<file path="config.mk">
export PLATFORM = sky130hd
export DESIGN_NAME = cpusr_core_state
export DESIGN_NICKNAME = d
export VERILOG_FILES = /design/src/cpusr_pkg.sv /design/src/cpusr_core_state.sv
export SDC_FILE = /design/constraint.sdc
export NUM_CORES = 1
export LEC_CHECK = 0
export BUFFER_PORTS_ARGS = -buffer_cell sky130_fd_sc_hd__buf_4
export CORE_MARGIN = 8
export CORE_UTILIZATION = 60
export DETAILED_ROUTE_END_ITERATION = 8
export PLACE_DENSITY = 0.8
export SETUP_SLACK_MARGIN = 0.15
export SLEW_MARGIN = 5
export SYNTH_ARGS = -nofsm -noshare
export SYNTH_HDL_FRONTEND = slang
export SYNTH_SLANG_ARGS = --single-unit
</file>
<file path="constraint.sdc">
create_clock -name core_clk -period 7.9 [get_ports core_clk]
set_input_delay 0.395 -clock core_clk [delete_from_list [all_inputs] [get_ports core_clk]]
set_output_delay 0.395 -clock core_clk [all_outputs]
set_load 0.05 [all_outputs]
</file>
<file path="src/cpusr_pkg.sv">
// Package for the CPU state and register bank block.
// Assumes one core clock and one asynchronous active-high reset.
package cpusr_pkg;

  // ----------------------------------------------------------------
  // Status word layout and reset
  // ----------------------------------------------------------------
  localparam int          PSW_IE_BIT   = 7;
  localparam int          PSW_Z_BIT    = 6;
  localparam int          PSW_BANK_SELECT_BIT_HIGH_BIT = 5;
  localparam int          PSW_AC_BIT   = 4;
  localparam int          PSW_BANK_SELECT_BIT_LOW_BIT = 3;
  localparam int          PSW_ISP_BIT  = 1;
  localparam int          PSW_CY_BIT   = 0;
  localparam logic [7:0]  PSW_RESET    = 8'h02;

  // ----------------------------------------------------------------
  // Memory map
  // ----------------------------------------------------------------
  localparam logic [15:0] GREG_BASE    = 16'hfee0;
  localparam logic [15:0] GREG_LAST    = 16'hfeff;
  localparam logic [15:0] SFR_BASE     = 16'hff00;
  localparam logic [15:0] EXT_HOLE_LO  = 16'hffd0;
  localparam logic [15:0] EXT_HOLE_HI  = 16'hffdf;
  localparam logic [15:0] SERIAL_ADDR  = 16'hff18;
  localparam logic [15:0] IRQ_REQ_LOW_ADDR   = 16'hffe0;
  localparam logic [15:0] IRQ_REQ_HIGH_ADDR  = 16'hffe1;
  localparam logic [15:0] IRQ_REQ_EXT_ADDR   = 16'hffe2;
  localparam logic [15:0] IRQ_MASK_LOW_ADDR  = 16'hffe4;
  localparam logic [15:0] IRQ_MASK_HIGH_ADDR = 16'hffe5;
  localparam logic [15:0] IRQ_MASK_EXT_ADDR  = 16'hffe6;
  localparam logic [15:0] IRQ_LVL_LOW_ADDR   = 16'hffe8;
  localparam logic [15:0] IRQ_LVL_HIGH_ADDR  = 16'hffe9;
  localparam logic [15:0] IRQ_LVL_EXT_ADDR   = 16'hffea;
  localparam logic [15:0] MEM_SIZE_ADDR      = 16'hfff0;

  // ----------------------------------------------------------------
  // Reset values
  // ----------------------------------------------------------------
  localparam logic [7:0]  IRQ_REQ_RESET  = 8'h00;
  localparam logic [7:0]  IRQ_MASK_RESET = 8'hff;
  localparam logic [7:0]  IRQ_LVL_RESET  = 8'hff;
  localparam logic [7:0]  MEM_SIZE_RESET = 8'hcf;
  localparam logic [7:0]  RX_BUF_RESET   = 8'hff;
  localparam logic [7:0]  TX_SHIFT_RESET = 8'hff;
  localparam logic [15:0] SP_RESET       = 16'h0000;
  localparam int          IRQ_SOURCES    = 24;

  // ----------------------------------------------------------------
  // Access widths and core-side carriers
  // ----------------------------------------------------------------
  typedef enum logic [1:0] {
    CPUSR_W_BIT  = 2'b00,
    CPUSR_W_BYTE = 2'b01,
    CPUSR_W_WORD = 2'b11
  } cpusr_width_t;

  typedef struct packed {
    logic         valid;
    logic         write;
    logic         direct;   // Direct addressing, not the SFR mode
    cpusr_width_t width;
    logic [2:0]   bit_sel;
    logic [15:0]  addr;
    logic [15:0]  wdata;
  } cpusr_mem_req_t;

  typedef struct packed {
    logic        stack_push;    // Status word push or interrupt entry
    logic        stack_pop;     // Pop, return from irq or break
    logic        irq_block;
    logic        irq_unblock;
    logic        irq_ack;
    logic        nmi_ack;
    logic        bank_switch;
    logic [1:0]  bank_num;
    logic        flags_we;
    logic [7:0]  result;
    logic        half_carry;
    logic        carry;
    logic        sp_load;
    logic [15:0] sp_value;
  } cpusr_ctl_t;

  // Byte offset of a general register inside the bank area.
  function automatic logic [4:0] cpusr_greg_off(input logic [1:0] bank,
                                                input logic [2:0] rnum);
    cpusr_greg_off = {~bank, rnum};
  endfunction : cpusr_greg_off

endpackage : cpusr_pkg

</file>
<file path="src/cpusr_core_state.sv">
// CPU state: status word, stack pointer, register banks and SFR decode.
// Assumes the instruction sequencer drives one control word per cycle
// and one memory request at a time; all inputs share core_clk.
// The stack pointer reads 0000h after reset; software must load it.
// Unknown SFR addresses answer with access_err and read as zero.
`timescale 1ns/10ps
`default_nettype none

module cpusr_core_state
  import cpusr_pkg::*;
(
  // Clock and reset
  input  wire logic            core_clk,
  input  wire logic            rst,
  // Sequencer control
  input  wire cpusr_ctl_t      ctl,
  // Register and SFR access
  input  wire cpusr_mem_req_t  mem_req,
  input  wire logic [1:0]      greg_bank_rd,
  input  wire logic [2:0]      greg_num_rd,
  // Interrupt sources and receive data
  input  wire logic [23:0]     irq_raise,
  input  wire logic            nmi_req,
  input  wire logic            rx_load,
  input  wire logic [7:0]      rx_data,
  // Stack traffic to RAM
  output logic                 stack_wr,
  output logic                 stack_rd,
  output logic [15:0]          stack_addr,
  output logic [7:0]           stack_wdata,
  input  wire logic [7:0]      stack_rdata,
  // State outputs
  output logic [7:0]           psw_out,
  output logic [15:0]          sp_out,
  output logic [15:0]          rdata,
  output logic                 access_err,
  output logic                 ext_access,
  output logic [15:0]          ext_addr,
  output logic [7:0]           tx_data,
  output logic                 tx_start,
  output logic                 irq_take,
  output logic                 nmi_take,
  output logic [4:0]           irq_source,
  output logic [7:0]           mem_size_out,
  output logic [15:0]          greg_pair_rd
);

  // ----------------------------------------------------------------
  // State registers
  // ----------------------------------------------------------------
  logic [7:0]  psw_reg;
  logic [15:0] sp_reg;
  logic [23:0] req_reg;
  logic [23:0] mask_reg;
  logic [23:0] lvl_reg;
  logic [7:0]  mem_size_reg;
  logic [7:0]  rx_reg;
  logic [7:0]  greg_mem [0:31];
  logic        pop_pending_reg;

  // ----------------------------------------------------------------
  // Address decode
  // ----------------------------------------------------------------
  wire logic [15:0] a        = mem_req.addr;
  wire logic        in_greg  = (a >= GREG_BASE) && (a <= GREG_LAST);
  wire logic        in_sfr   = (a >= SFR_BASE);
  wire logic        in_hole  = (a >= EXT_HOLE_LO) && (a <= EXT_HOLE_HI);
  wire logic        is_word  = (mem_req.width == CPUSR_W_WORD);
  wire logic        is_bit   = (mem_req.width == CPUSR_W_BIT);
  wire logic [4:0]  g_off    = a[4:0];

  // ----------------------------------------------------------------
  // SFR select
  // ----------------------------------------------------------------
  // Only the interrupt flag, size and serial cells live in this block.
  // Which widths each implemented SFR accepts
  wire logic sel_req_l  = (a == IRQ_REQ_LOW_ADDR);
  wire logic sel_req_h  = (a == IRQ_REQ_HIGH_ADDR);
  wire logic sel_req_x  = (a == IRQ_REQ_EXT_ADDR);
  wire logic sel_msk_l  = (a == IRQ_MASK_LOW_ADDR);
  wire logic sel_msk_h  = (a == IRQ_MASK_HIGH_ADDR);
  wire logic sel_msk_x  = (a == IRQ_MASK_EXT_ADDR);
  wire logic sel_lvl_l  = (a == IRQ_LVL_LOW_ADDR);
  wire logic sel_lvl_h  = (a == IRQ_LVL_HIGH_ADDR);
  wire logic sel_lvl_x  = (a == IRQ_LVL_EXT_ADDR);
  wire logic sel_msz    = (a == MEM_SIZE_ADDR);
  wire logic sel_ser    = (a == SERIAL_ADDR);
  wire logic word_ok    = sel_req_l || sel_msk_l || sel_lvl_l;
  wire logic known_sfr  = sel_req_l || sel_req_h || sel_req_x ||
                          sel_msk_l || sel_msk_h || sel_msk_x ||
                          sel_lvl_l || sel_lvl_h || sel_lvl_x ||
                          sel_msz || sel_ser;

  // Width legality: word only on even pair bases, no bits on size/serial
  wire logic width_bad =
    (is_word && (a[0] || (in_sfr && !word_ok))) ||
    (is_bit && (sel_msz || sel_ser));
  // The hole is external only when direct addressing is used
  wire logic hole_bad  = in_hole && !mem_req.direct;
  wire logic req_ok    = mem_req.valid && !width_bad && !hole_bad;
  wire logic wr_ok     = req_ok && mem_req.write;

  // Bit writes touch one bit of the old byte
  function automatic logic [7:0] merge_bit(input logic [7:0] old,
                                           input logic [2:0] pos,
                                           input logic       val);
    logic [7:0] tmp;
    tmp      = old;
    tmp[pos] = val;
    merge_bit = tmp;
  endfunction : merge_bit

  // Byte write data: upper half for the odd byte of a word
  function automatic logic [7:0] wr_byte(input logic [7:0] old,
                                         input logic       hi);
    if (is_bit)
      wr_byte = merge_bit(old, mem_req.bit_sel, mem_req.wdata[0]);
    else if (hi)
      wr_byte = mem_req.wdata[15:8];
    else
      wr_byte = mem_req.wdata[7:0];
  endfunction : wr_byte

  // ----------------------------------------------------------------
  // Write strobes
  // ----------------------------------------------------------------
  // Word access to a low SFR also writes the odd partner byte
  wire logic w_req_l = wr_ok && sel_req_l;
  wire logic w_req_h = wr_ok && (sel_req_h || (sel_req_l && is_word));
  wire logic w_req_x = wr_ok && sel_req_x;
  wire logic w_msk_l = wr_ok && sel_msk_l;
  wire logic w_msk_h = wr_ok && (sel_msk_h || (sel_msk_l && is_word));
  wire logic w_msk_x = wr_ok && sel_msk_x;
  wire logic w_lvl_l = wr_ok && sel_lvl_l;
  wire logic w_lvl_h = wr_ok && (sel_lvl_h || (sel_lvl_l && is_word));
  wire logic w_lvl_x = wr_ok && sel_lvl_x;

  // ----------------------------------------------------------------
  // Interrupt acceptance
  // ----------------------------------------------------------------
  // A source is a candidate when requested and unmasked; with the
  // service level flag clear only high-priority (level bit 0) qualify.
  wire logic [23:0] cand = req_reg & ~mask_reg &
                           (psw_reg[PSW_ISP_BIT] ? 24'hffffff
                                                 : ~lvl_reg);
  // Lowest source index wins; a pending NMI suppresses irq_take.
  logic [4:0] pick;
  logic       any_cand;
  always_comb begin
    pick     = 5'd0;
    any_cand = 1'b0;
    for (int i = IRQ_SOURCES - 1; i >= 0; i--) begin
      if (cand[i]) begin
        pick     = 5'(i);
        any_cand = 1'b1;
      end
    end
  end
  wire logic mask_take = psw_reg[PSW_IE_BIT] && any_cand;

  // ----------------------------------------------------------------
  // Status word next value
  // ----------------------------------------------------------------
  // A pop reload lands first so same-cycle flag updates still apply.
  logic [7:0] psw_next;
  always_comb begin
    psw_next = psw_reg;
    if (pop_pending_reg)
      psw_next = stack_rdata;
    if (ctl.flags_we) begin
      psw_next[PSW_Z_BIT]  = (ctl.result == 8'h00);
      psw_next[PSW_AC_BIT] = ctl.half_carry;
      psw_next[PSW_CY_BIT] = ctl.carry;
    end
    if (ctl.bank_switch) begin
      psw_next[PSW_BANK_SELECT_BIT_HIGH_BIT] = ctl.bank_num[1];
      psw_next[PSW_BANK_SELECT_BIT_LOW_BIT] = ctl.bank_num[0];
    end
    if (ctl.irq_unblock)
      psw_next[PSW_IE_BIT] = 1'b1;
    if (ctl.irq_block || ctl.irq_ack || ctl.nmi_ack)
      psw_next[PSW_IE_BIT] = 1'b0;
  end

  // ----------------------------------------------------------------
  // Stack pointer
  // ----------------------------------------------------------------
  // Stack: pre-decrement on push, read then increment on pop
  wire logic [15:0] sp_dec = sp_reg - 16'h0001;
  wire logic [15:0] sp_inc = sp_reg + 16'h0001;
  wire logic        push_ev = ctl.stack_push || ctl.irq_ack || ctl.nmi_ack;

  // A load beats push and pop in the same cycle
  logic [15:0] sp_next;
  always_comb begin
    sp_next = sp_reg;
    if (ctl.sp_load)
      sp_next = ctl.sp_value;
    else if (push_ev)
      sp_next = sp_dec;
    else if (ctl.stack_pop)
      sp_next = sp_inc;
  end

  // ----------------------------------------------------------------
  // Clocked state
  // ----------------------------------------------------------------
  always_ff @(posedge core_clk or posedge rst) begin
    if (rst) begin
      psw_reg         <= PSW_RESET;
      sp_reg          <= SP_RESET;
      pop_pending_reg <= 1'b0;
    end else begin
      psw_reg         <= psw_next;
      pop_pending_reg <= ctl.stack_pop && !ctl.sp_load;
      sp_reg          <= sp_next;
    end
  end

  // Hardware set wins over a software clear in the same cycle
  always_ff @(posedge core_clk or posedge rst) begin
    if (rst) begin
      req_reg      <= {3{IRQ_REQ_RESET}};
      mask_reg     <= {3{IRQ_MASK_RESET}};
      lvl_reg      <= {3{IRQ_LVL_RESET}};
      mem_size_reg <= MEM_SIZE_RESET;
      rx_reg       <= RX_BUF_RESET;
    end else begin
      req_reg[7:0]   <= (w_req_l ? wr_byte(req_reg[7:0], 1'b0)
                                 : req_reg[7:0]) | irq_raise[7:0];
      req_reg[15:8]  <= (w_req_h ? wr_byte(req_reg[15:8], is_word)
                                 : req_reg[15:8]) | irq_raise[15:8];
      req_reg[23:16] <= (w_req_x ? wr_byte(req_reg[23:16], 1'b0)
                                 : req_reg[23:16]) | irq_raise[23:16];
      if (w_msk_l) mask_reg[7:0]   <= wr_byte(mask_reg[7:0], 1'b0);
      if (w_msk_h) mask_reg[15:8]  <= wr_byte(mask_reg[15:8], is_word);
      if (w_msk_x) mask_reg[23:16] <= wr_byte(mask_reg[23:16], 1'b0);
      if (w_lvl_l) lvl_reg[7:0]    <= wr_byte(lvl_reg[7:0], 1'b0);
      if (w_lvl_h) lvl_reg[15:8]   <= wr_byte(lvl_reg[15:8], is_word);
      if (w_lvl_x) lvl_reg[23:16]  <= wr_byte(lvl_reg[23:16], 1'b0);
      if (wr_ok && sel_msz)
        mem_size_reg <= mem_req.wdata[7:0];
      if (rx_load)
        rx_reg <= rx_data;
    end
  end

  // ----------------------------------------------------------------
  // Register banks
  // ----------------------------------------------------------------
  // Register banks live in a small array without reset, like RAM
  // Contents are undefined until software writes them.
  always_ff @(posedge core_clk) begin
    if (wr_ok && in_greg) begin
      if (is_word) begin
        greg_mem[{g_off[4:1], 1'b0}] <= mem_req.wdata[7:0];
        greg_mem[{g_off[4:1], 1'b1}] <= mem_req.wdata[15:8];
      end else begin
        greg_mem[g_off] <= wr_byte(greg_mem[g_off], 1'b0);
      end
    end
  end

  // ----------------------------------------------------------------
  // Read data
  // ----------------------------------------------------------------
  // Odd byte of a word pair sits in the upper half of rdata.
  // Bit reads return the selected bit in rdata[0].
  logic [15:0] rd_mux;
  always_comb begin
    rd_mux = 16'h0000;
    if (in_greg)
      rd_mux = is_word ? {greg_mem[{g_off[4:1], 1'b1}],
                          greg_mem[{g_off[4:1], 1'b0}]}
                       : {8'h00, greg_mem[g_off]};
    else if (sel_req_l || sel_req_h)
      rd_mux = is_word ? req_reg[15:0]
                       : {8'h00, a[0] ? req_reg[15:8] : req_reg[7:0]};
    else if (sel_msk_l || sel_msk_h)
      rd_mux = is_word ? mask_reg[15:0]
                       : {8'h00, a[0] ? mask_reg[15:8] : mask_reg[7:0]};
    else if (sel_lvl_l || sel_lvl_h)
      rd_mux = is_word ? lvl_reg[15:0]
                       : {8'h00, a[0] ? lvl_reg[15:8] : lvl_reg[7:0]};
    else if (sel_req_x)
      rd_mux = {8'h00, req_reg[23:16]};
    else if (sel_msk_x)
      rd_mux = {8'h00, mask_reg[23:16]};
    else if (sel_lvl_x)
      rd_mux = {8'h00, lvl_reg[23:16]};
    else if (sel_msz)
      rd_mux = {8'h00, mem_size_reg};
    else if (sel_ser)
      rd_mux = {8'h00, rx_reg};
  end
  wire logic [15:0] rd_sel = is_bit ? {15'h0000, rd_mux[mem_req.bit_sel]}
                                    : rd_mux;

  wire logic [4:0] pair_off = cpusr_greg_off(greg_bank_rd,
                                             {greg_num_rd[1:0], 1'b0});

  // ----------------------------------------------------------------
  // Registered outputs
  // ----------------------------------------------------------------
  // Every output is a flop so the sequencer sees no decode glitches.
  always_ff @(posedge core_clk or posedge rst) begin
    if (rst) begin
      stack_wr     <= 1'b0;
      stack_rd     <= 1'b0;
      stack_addr   <= 16'h0000;
      stack_wdata  <= 8'h00;
      psw_out      <= PSW_RESET;
      sp_out       <= SP_RESET;
      rdata        <= 16'h0000;
      access_err   <= 1'b0;
      ext_access   <= 1'b0;
      ext_addr     <= 16'h0000;
      tx_data      <= TX_SHIFT_RESET;
      tx_start     <= 1'b0;
      irq_take     <= 1'b0;
      nmi_take     <= 1'b0;
      irq_source   <= 5'd0;
      mem_size_out <= MEM_SIZE_RESET;
      greg_pair_rd <= 16'h0000;
    end else begin
      stack_wr     <= push_ev;
      stack_rd     <= ctl.stack_pop;
      stack_addr   <= push_ev ? sp_dec : sp_reg;
      stack_wdata  <= psw_reg;
      psw_out      <= psw_next;
      sp_out       <= sp_next;
      rdata        <= req_ok && !mem_req.write ? rd_sel : 16'h0000;
      access_err   <= mem_req.valid && (width_bad || hole_bad ||
                      (in_sfr && !in_hole && !known_sfr));
      ext_access   <= req_ok && in_hole;
      ext_addr     <= (req_ok && in_hole) ? a : 16'h0000;
      tx_start     <= wr_ok && sel_ser;
      if (wr_ok && sel_ser)
        tx_data    <= mem_req.wdata[7:0];
      nmi_take     <= nmi_req;
      irq_take     <= mask_take && !nmi_req;
      irq_source   <= pick;
      mem_size_out <= (wr_ok && sel_msz) ? mem_req.wdata[7:0]
                                         : mem_size_reg;
      greg_pair_rd <= {greg_mem[pair_off + 5'd1], greg_mem[pair_off]};
    end
  end

endmodule : cpusr_core_state

`default_nettype wire

</file>
* After elaboration in Yosys (flattened, before gate mapping) *
Memory sizes are Yosys's and may differ from the RTL's. A register that Yosys moved wholly into a read port is not among the register bits.
Index checks and enable logic that the tools add are counted.

word-level totals
  flip-flop bits (word level) = 189
  RAM bits = 256
  output and inout port bits = 124
  logic and storage cells = 254
  memories kept = 1

memories
  memory    words  width  read ports  clocked after Yosys merged registers in  write ports  line                    RTL
  greg_mem  32     8      5           2                                        2            cpusr_core_state.sv:58  logic [7:0] greg_mem [0:31];

cells by class
  $add $sub $neg = 3
  order comparisons = 8
  equal/unequal tests = 12
  muxes and demuxes = 119
  bitwise operators = 8
  reductions and logical operators = 75

operators by type and width
  operator                 number
  $mux W16                 15
  $mux W8                  26
  $eq A16 B16 Y1 const B   11
  $mux W5                  25
  $bwmux W8                10
  $and A24 B24 Y24         2
  $ge A16 B16 Y1 const B   3
  $not A24 Y24             2
  $mux W1                  40
  $logic_and A1 B1 Y1      33
  $le A16 B16 Y1 const B   2
  $logic_or A1 B1 Y1       26
  $mux W24                 1
  $or A8 B8 Y8             3
  $add A16 B1 Y16 const B  1
  $sub A16 B1 Y16 const B  1
  $logic_not A1 Y1         9
  $logic_not A8 Y1         1
  $reduce_or A8 Y1         1
  $reduce_bool A3 Y1       2
  $add A5 B1 Y5 const B    1
  $lt A3 B5 Y1 const B     1
  $lt A3 B4 Y1 const B     1
  $reduce_bool A2 Y1       2
  6 further kinds          6

* Depth between registers and ports, before layout *
  depth in word-level cells = 29
  depth in mapped cells = 14
  gate-level depth less buffers = 11

* Worst setup path before layout *
Ideal clock, no wire load.

  kind = reg-to-reg
  from = register sp_out[0] (netlist name)
  to = register sp_out[12]
  setup time = 131 ps
  arrival time = 2893 ps
  setup slack = 4876 ps
  stages on the path, launching flop included = 12
  cell sequence = dfrtp_1 -> inv_1 -> ha_1 -> o31ai_1 -> or3_1 -> or3_1 -> or3_1 -> buf_2 -> or3_1 -> a21oi_2 -> xnor2_1 -> o21ai_1

RTL lines
  element               line                     RTL
  end signal, assigned  cpusr_core_state.sv:331  sp_out <= sp_next;
  end, declared         cpusr_core_state.sv:34   output logic [15:0] sp_out,

* Final worst setup path *
  from = input port mem_req[19] (netlist name)
  to = register rdata[7]

on the way
  longest elaborated chain between the ends = 13

RTL lines
  element                                                                  line                     RTL
  start, declared                                                          cpusr_core_state.sv:18   input wire cpusr_mem_req_t mem_req,
  parallel branches: the longest is 12 deep, another holds $eq A16 B16 Y1  --
  $mux W16 *                                                               cpusr_core_state.sv:332  rdata <= req_ok && !mem_req.write ? rd_sel : 16'h0000;
  end signal, assigned                                                     cpusr_core_state.sv:332
  end, declared                                                            cpusr_core_state.sv:35   output logic [15:0] rdata,

Every way passes the cells marked *.
A chain may end at the register's enable or synchronous reset.

==> flow_summary.json <==
{
  "cts.root.buffer_cell": "clkbuf_16",
  "yosysSeqAreaShare_pct": 47.18,
  "slew_headroom_pct": 4.617,
  "dp_slack_ps": 3119,
  "finalWeightedCongestion": 1.102,
  "synthTopCellsByArea": "edfxtp_1 28%, mux4_2 16%, dfrtp_1 12%",
  "cts_tree": "done",
  "p_per_area_nw_per_um2": 195.8,
  "cp_max_fo": 35,
  "worstReg2RegStart": "lvl_reg[2]",
  "synth_edf_count": 256,
  "grtUsageTotal_pct": 41.43,
  "die_w_um": 229.5,
  "synth_top_area_share_pct": 28.10,
  "cp_cell_sequence": "buf_4, buf_4, nand3b_1, nor2_1, nor4_1, o21ai_0, a32o_1, nor3_1, nor2_1",
  "rsz0062_at_grt": "no",
  "wire_per_inst_um": 34.09,
  "ys_warn_count": 0,
  "hold_violations": 39,
  "synth-seq-cells": 461,
  "syn_avg_cell_area_um2": 11.00,
  "regMostFlops": "greg_mem",
  "dp_hpwl_um": 75390,
  "finalCritPeriodShare_pct": 59.08,
  "cp_slowest_cell": "nor4_1",
  "die-area_um2": 52680,
  "synth_common_cells": "316 x nand2_1, 272 x nor2_1, 256 x edfxtp_1",
  "violations": "negative hold slack",
  "dp.cells": 3164,
  "core_um2": 45190,
  "finish.instance_area_um2": 31370,
  "end_kind": "flip-flop",
  "dr.pass1.iters": 8,
  "critical-path-top-delay-family": "simple AND/OR/NAND/NOR gates",
  "drc": 0,
  "synthArstFlopShare_pct": 44.47,
  "layout.cells.non_filler": 3278,
  "cp_data_arrival_time_ps": 5130,
  "placed_cell_area_um2": 29400,
  "insertion_delay_ps": 640,
  "p_leak_nw": 12.11,
  "fillers": 3262,
  "cap_viol_max_count": 0,
  "reg2reg_setup_slack_ps": 4210,
  "cts_resized": 0,
  "netlist_area_um2": 27360,
  "worst-setup-path-type": "input port to flip-flop",
  "die_h_um": 229.5,
  "syn_to_final_growth_pct": 14.65,
  "hold_ws_ps": -33.77,
  "synth_top_area_cell": "edfxtp_1",
  "critPathMaxStageDelay_ps": 1160,
  "min_period_ps": 4668,
  "ys.flop_type": "edfxtp_1",
  "slew_violations": 0,
  "cp.required_ps": 8360,
  "numCtsBuffers": 50,
  "grt_max_degree": 121,
  "path_buf_inv": 2,
  "multi_input_area_um2": 13380,
  "drt_iter0_markers": 4071,
  "post-synth-top-count-cell": "nand2_1",
  "htreeDepth": 2,
  "outcome": "finished, violations left",
  "vias_per_cell": 7.222,
  "peakVddDrop_mv": 0.1738,
  "clockBufferDepth": 3,
  "cts_num_sinks": 461,
  "grt_overflow_total": 0,
  "grt_antenna_before_repair": 9,
  "largest_register_ff_count": 256,
  "cp-start-kind": "input port",
  "fin_skew_ps": 34.96,
  "final_nets": 2763,
  "timing.fmax_ghz": 0.2142,
  "start_util_pct": 60.54,
  "r2r_end": "rdata[0]",
  "antenna_left": 0,
  "tns_ps": 0,
  "drive_gt1_share_pct": 27.88,
  "p_total_mw": 6.140,
  "rr_worst_depth": 8,
  "syn_nets": 2614,
  "setup_ws_ps": 3232,
  "num_rows": 78,
  "worstMarginPinSlew_ps": 1425,
  "grt_pass1_wl_um": 158700,
  "synthCells": 2486,
  "cp.depth": 9,
  "port_buffers": 248,
  "grt_pass1_vias": 22940,
  "io_pins": 250,
  "final-seq-area_um2": 12910,
  "hold_class": "input port to asynchronous set/reset pin",
  "drt_wl_total_um": 111800,
  "cts.reportedPaths.clkPinSlew_ps": 60,
  "vias": 23670,
  "yosysUniqueCellTypes": 90,
  "fin_util_pct": 69.41,
  "finalSetupViolCount": 0
}
area by class of cell:
type	count	area share, %
Clock buffer	66	4.512
Multi-Input combinational cell	1772	42.66
Antenna cell	2	0.01596
Clock inverter	27	1.085
Sequential cell	461	41.15
Inverter	33	0.4189
Tap cell	600	2.393
Timing Repair Buffer	317	7.763
how the worst max path moves through the flow:
stage,to,start
detailed placement,greg_mem[22][7],mem_req[17]
floorplan,access_err,rst
global route,greg_mem[11][7],mem_req[19]
global placement,greg_mem[24][6],mem_req[17]
CTS,greg_mem[22][7],mem_req[17]
finish,rdata[7],mem_req[19]
logic make-up after synthesis:
kind of cell	after synthesis	synth area share, %
AOI/OAI and AO/OA	575	12.56
xor gates and xnor gates	30	0.9604
adders and majority gates	2	0.09146
buffers and inverters	253	4.130
DFF	461	47.18
muxes	354	21.91
other	1	0.01371
and+or+nand+nor	810	13.16
per-layer routing:
| layer | share of wire, % | vias up | GRT usage [%] |
|---|---|---|---|
| met1 | 32 | 11300 | 48.18 |
| met4 | 10 | 6 | 31.88 |
| met3 | 14 | 586 | 15.41 |
| li1 | - | 9605 | - |
| met2 | 43 | 2181 | 61.88 |
| met5 | 0.036 | - | 0 |
where the power goes:
| part | switching (mW) | internal [mW] | total [mW] |
|---|---|---|---|
| combinational | 0.641 | 0.317 | 0.958 |
| sequential | 0.0437 | 2.59 | 2.64 |
| clock | 1.05 | 1.50 | 2.54 |
what timing repair did:
| item | in CTS | in global routing |
|---|---|---|
| buffers inserted | 0 | 0 |
| hold endpoints to repair | 19 | 0 |
| hold buffers | 19 | 0 |
worst reg2reg max path: cells and delay by family, from the launching register on:
| family | cells | cell delay (ps) |
|---|---|---|
| DFF | 1 | 380 |
| AOI/OAI and AO/OA | 5 | 2470 |
| and+or+nand+nor | 3 | 730 |
placed cells by master (no fill, tap or decap), types with 7 or more instances in the layout:
cell type and count:
nor2b_1 14, a221o_1 8, nor3_1 38, clkbuf_16 53, buf_4 296, mux4_2 189
clkinv_2 8, or3_1 21, xnor2_1 20, o31ai_1 9, nand4_1 14, bufinv_16 7
and3_1 12, a21oi_1 175, o22ai_1 27, a22o_1 11, o21ai_1 33, a211o_1 17
mux2_2 64, nand2_1 316, a211oi_1 16, dlygate4sd3_1 19, dfstp_2 71, clkbuf_1 9
nand3_1 32, a221oi_1 8, and2_1 16, nor2_2 17, nor4_1 9, a22oi_1 14
nor2_1 269, inv_1 31, a31oi_1 8, o21ai_0 184, dfrtp_1 134, nand2b_1 17
xor2_1 10, mux2i_1 96, edfxtp_1 256
(Power assumes the default switching activity.)
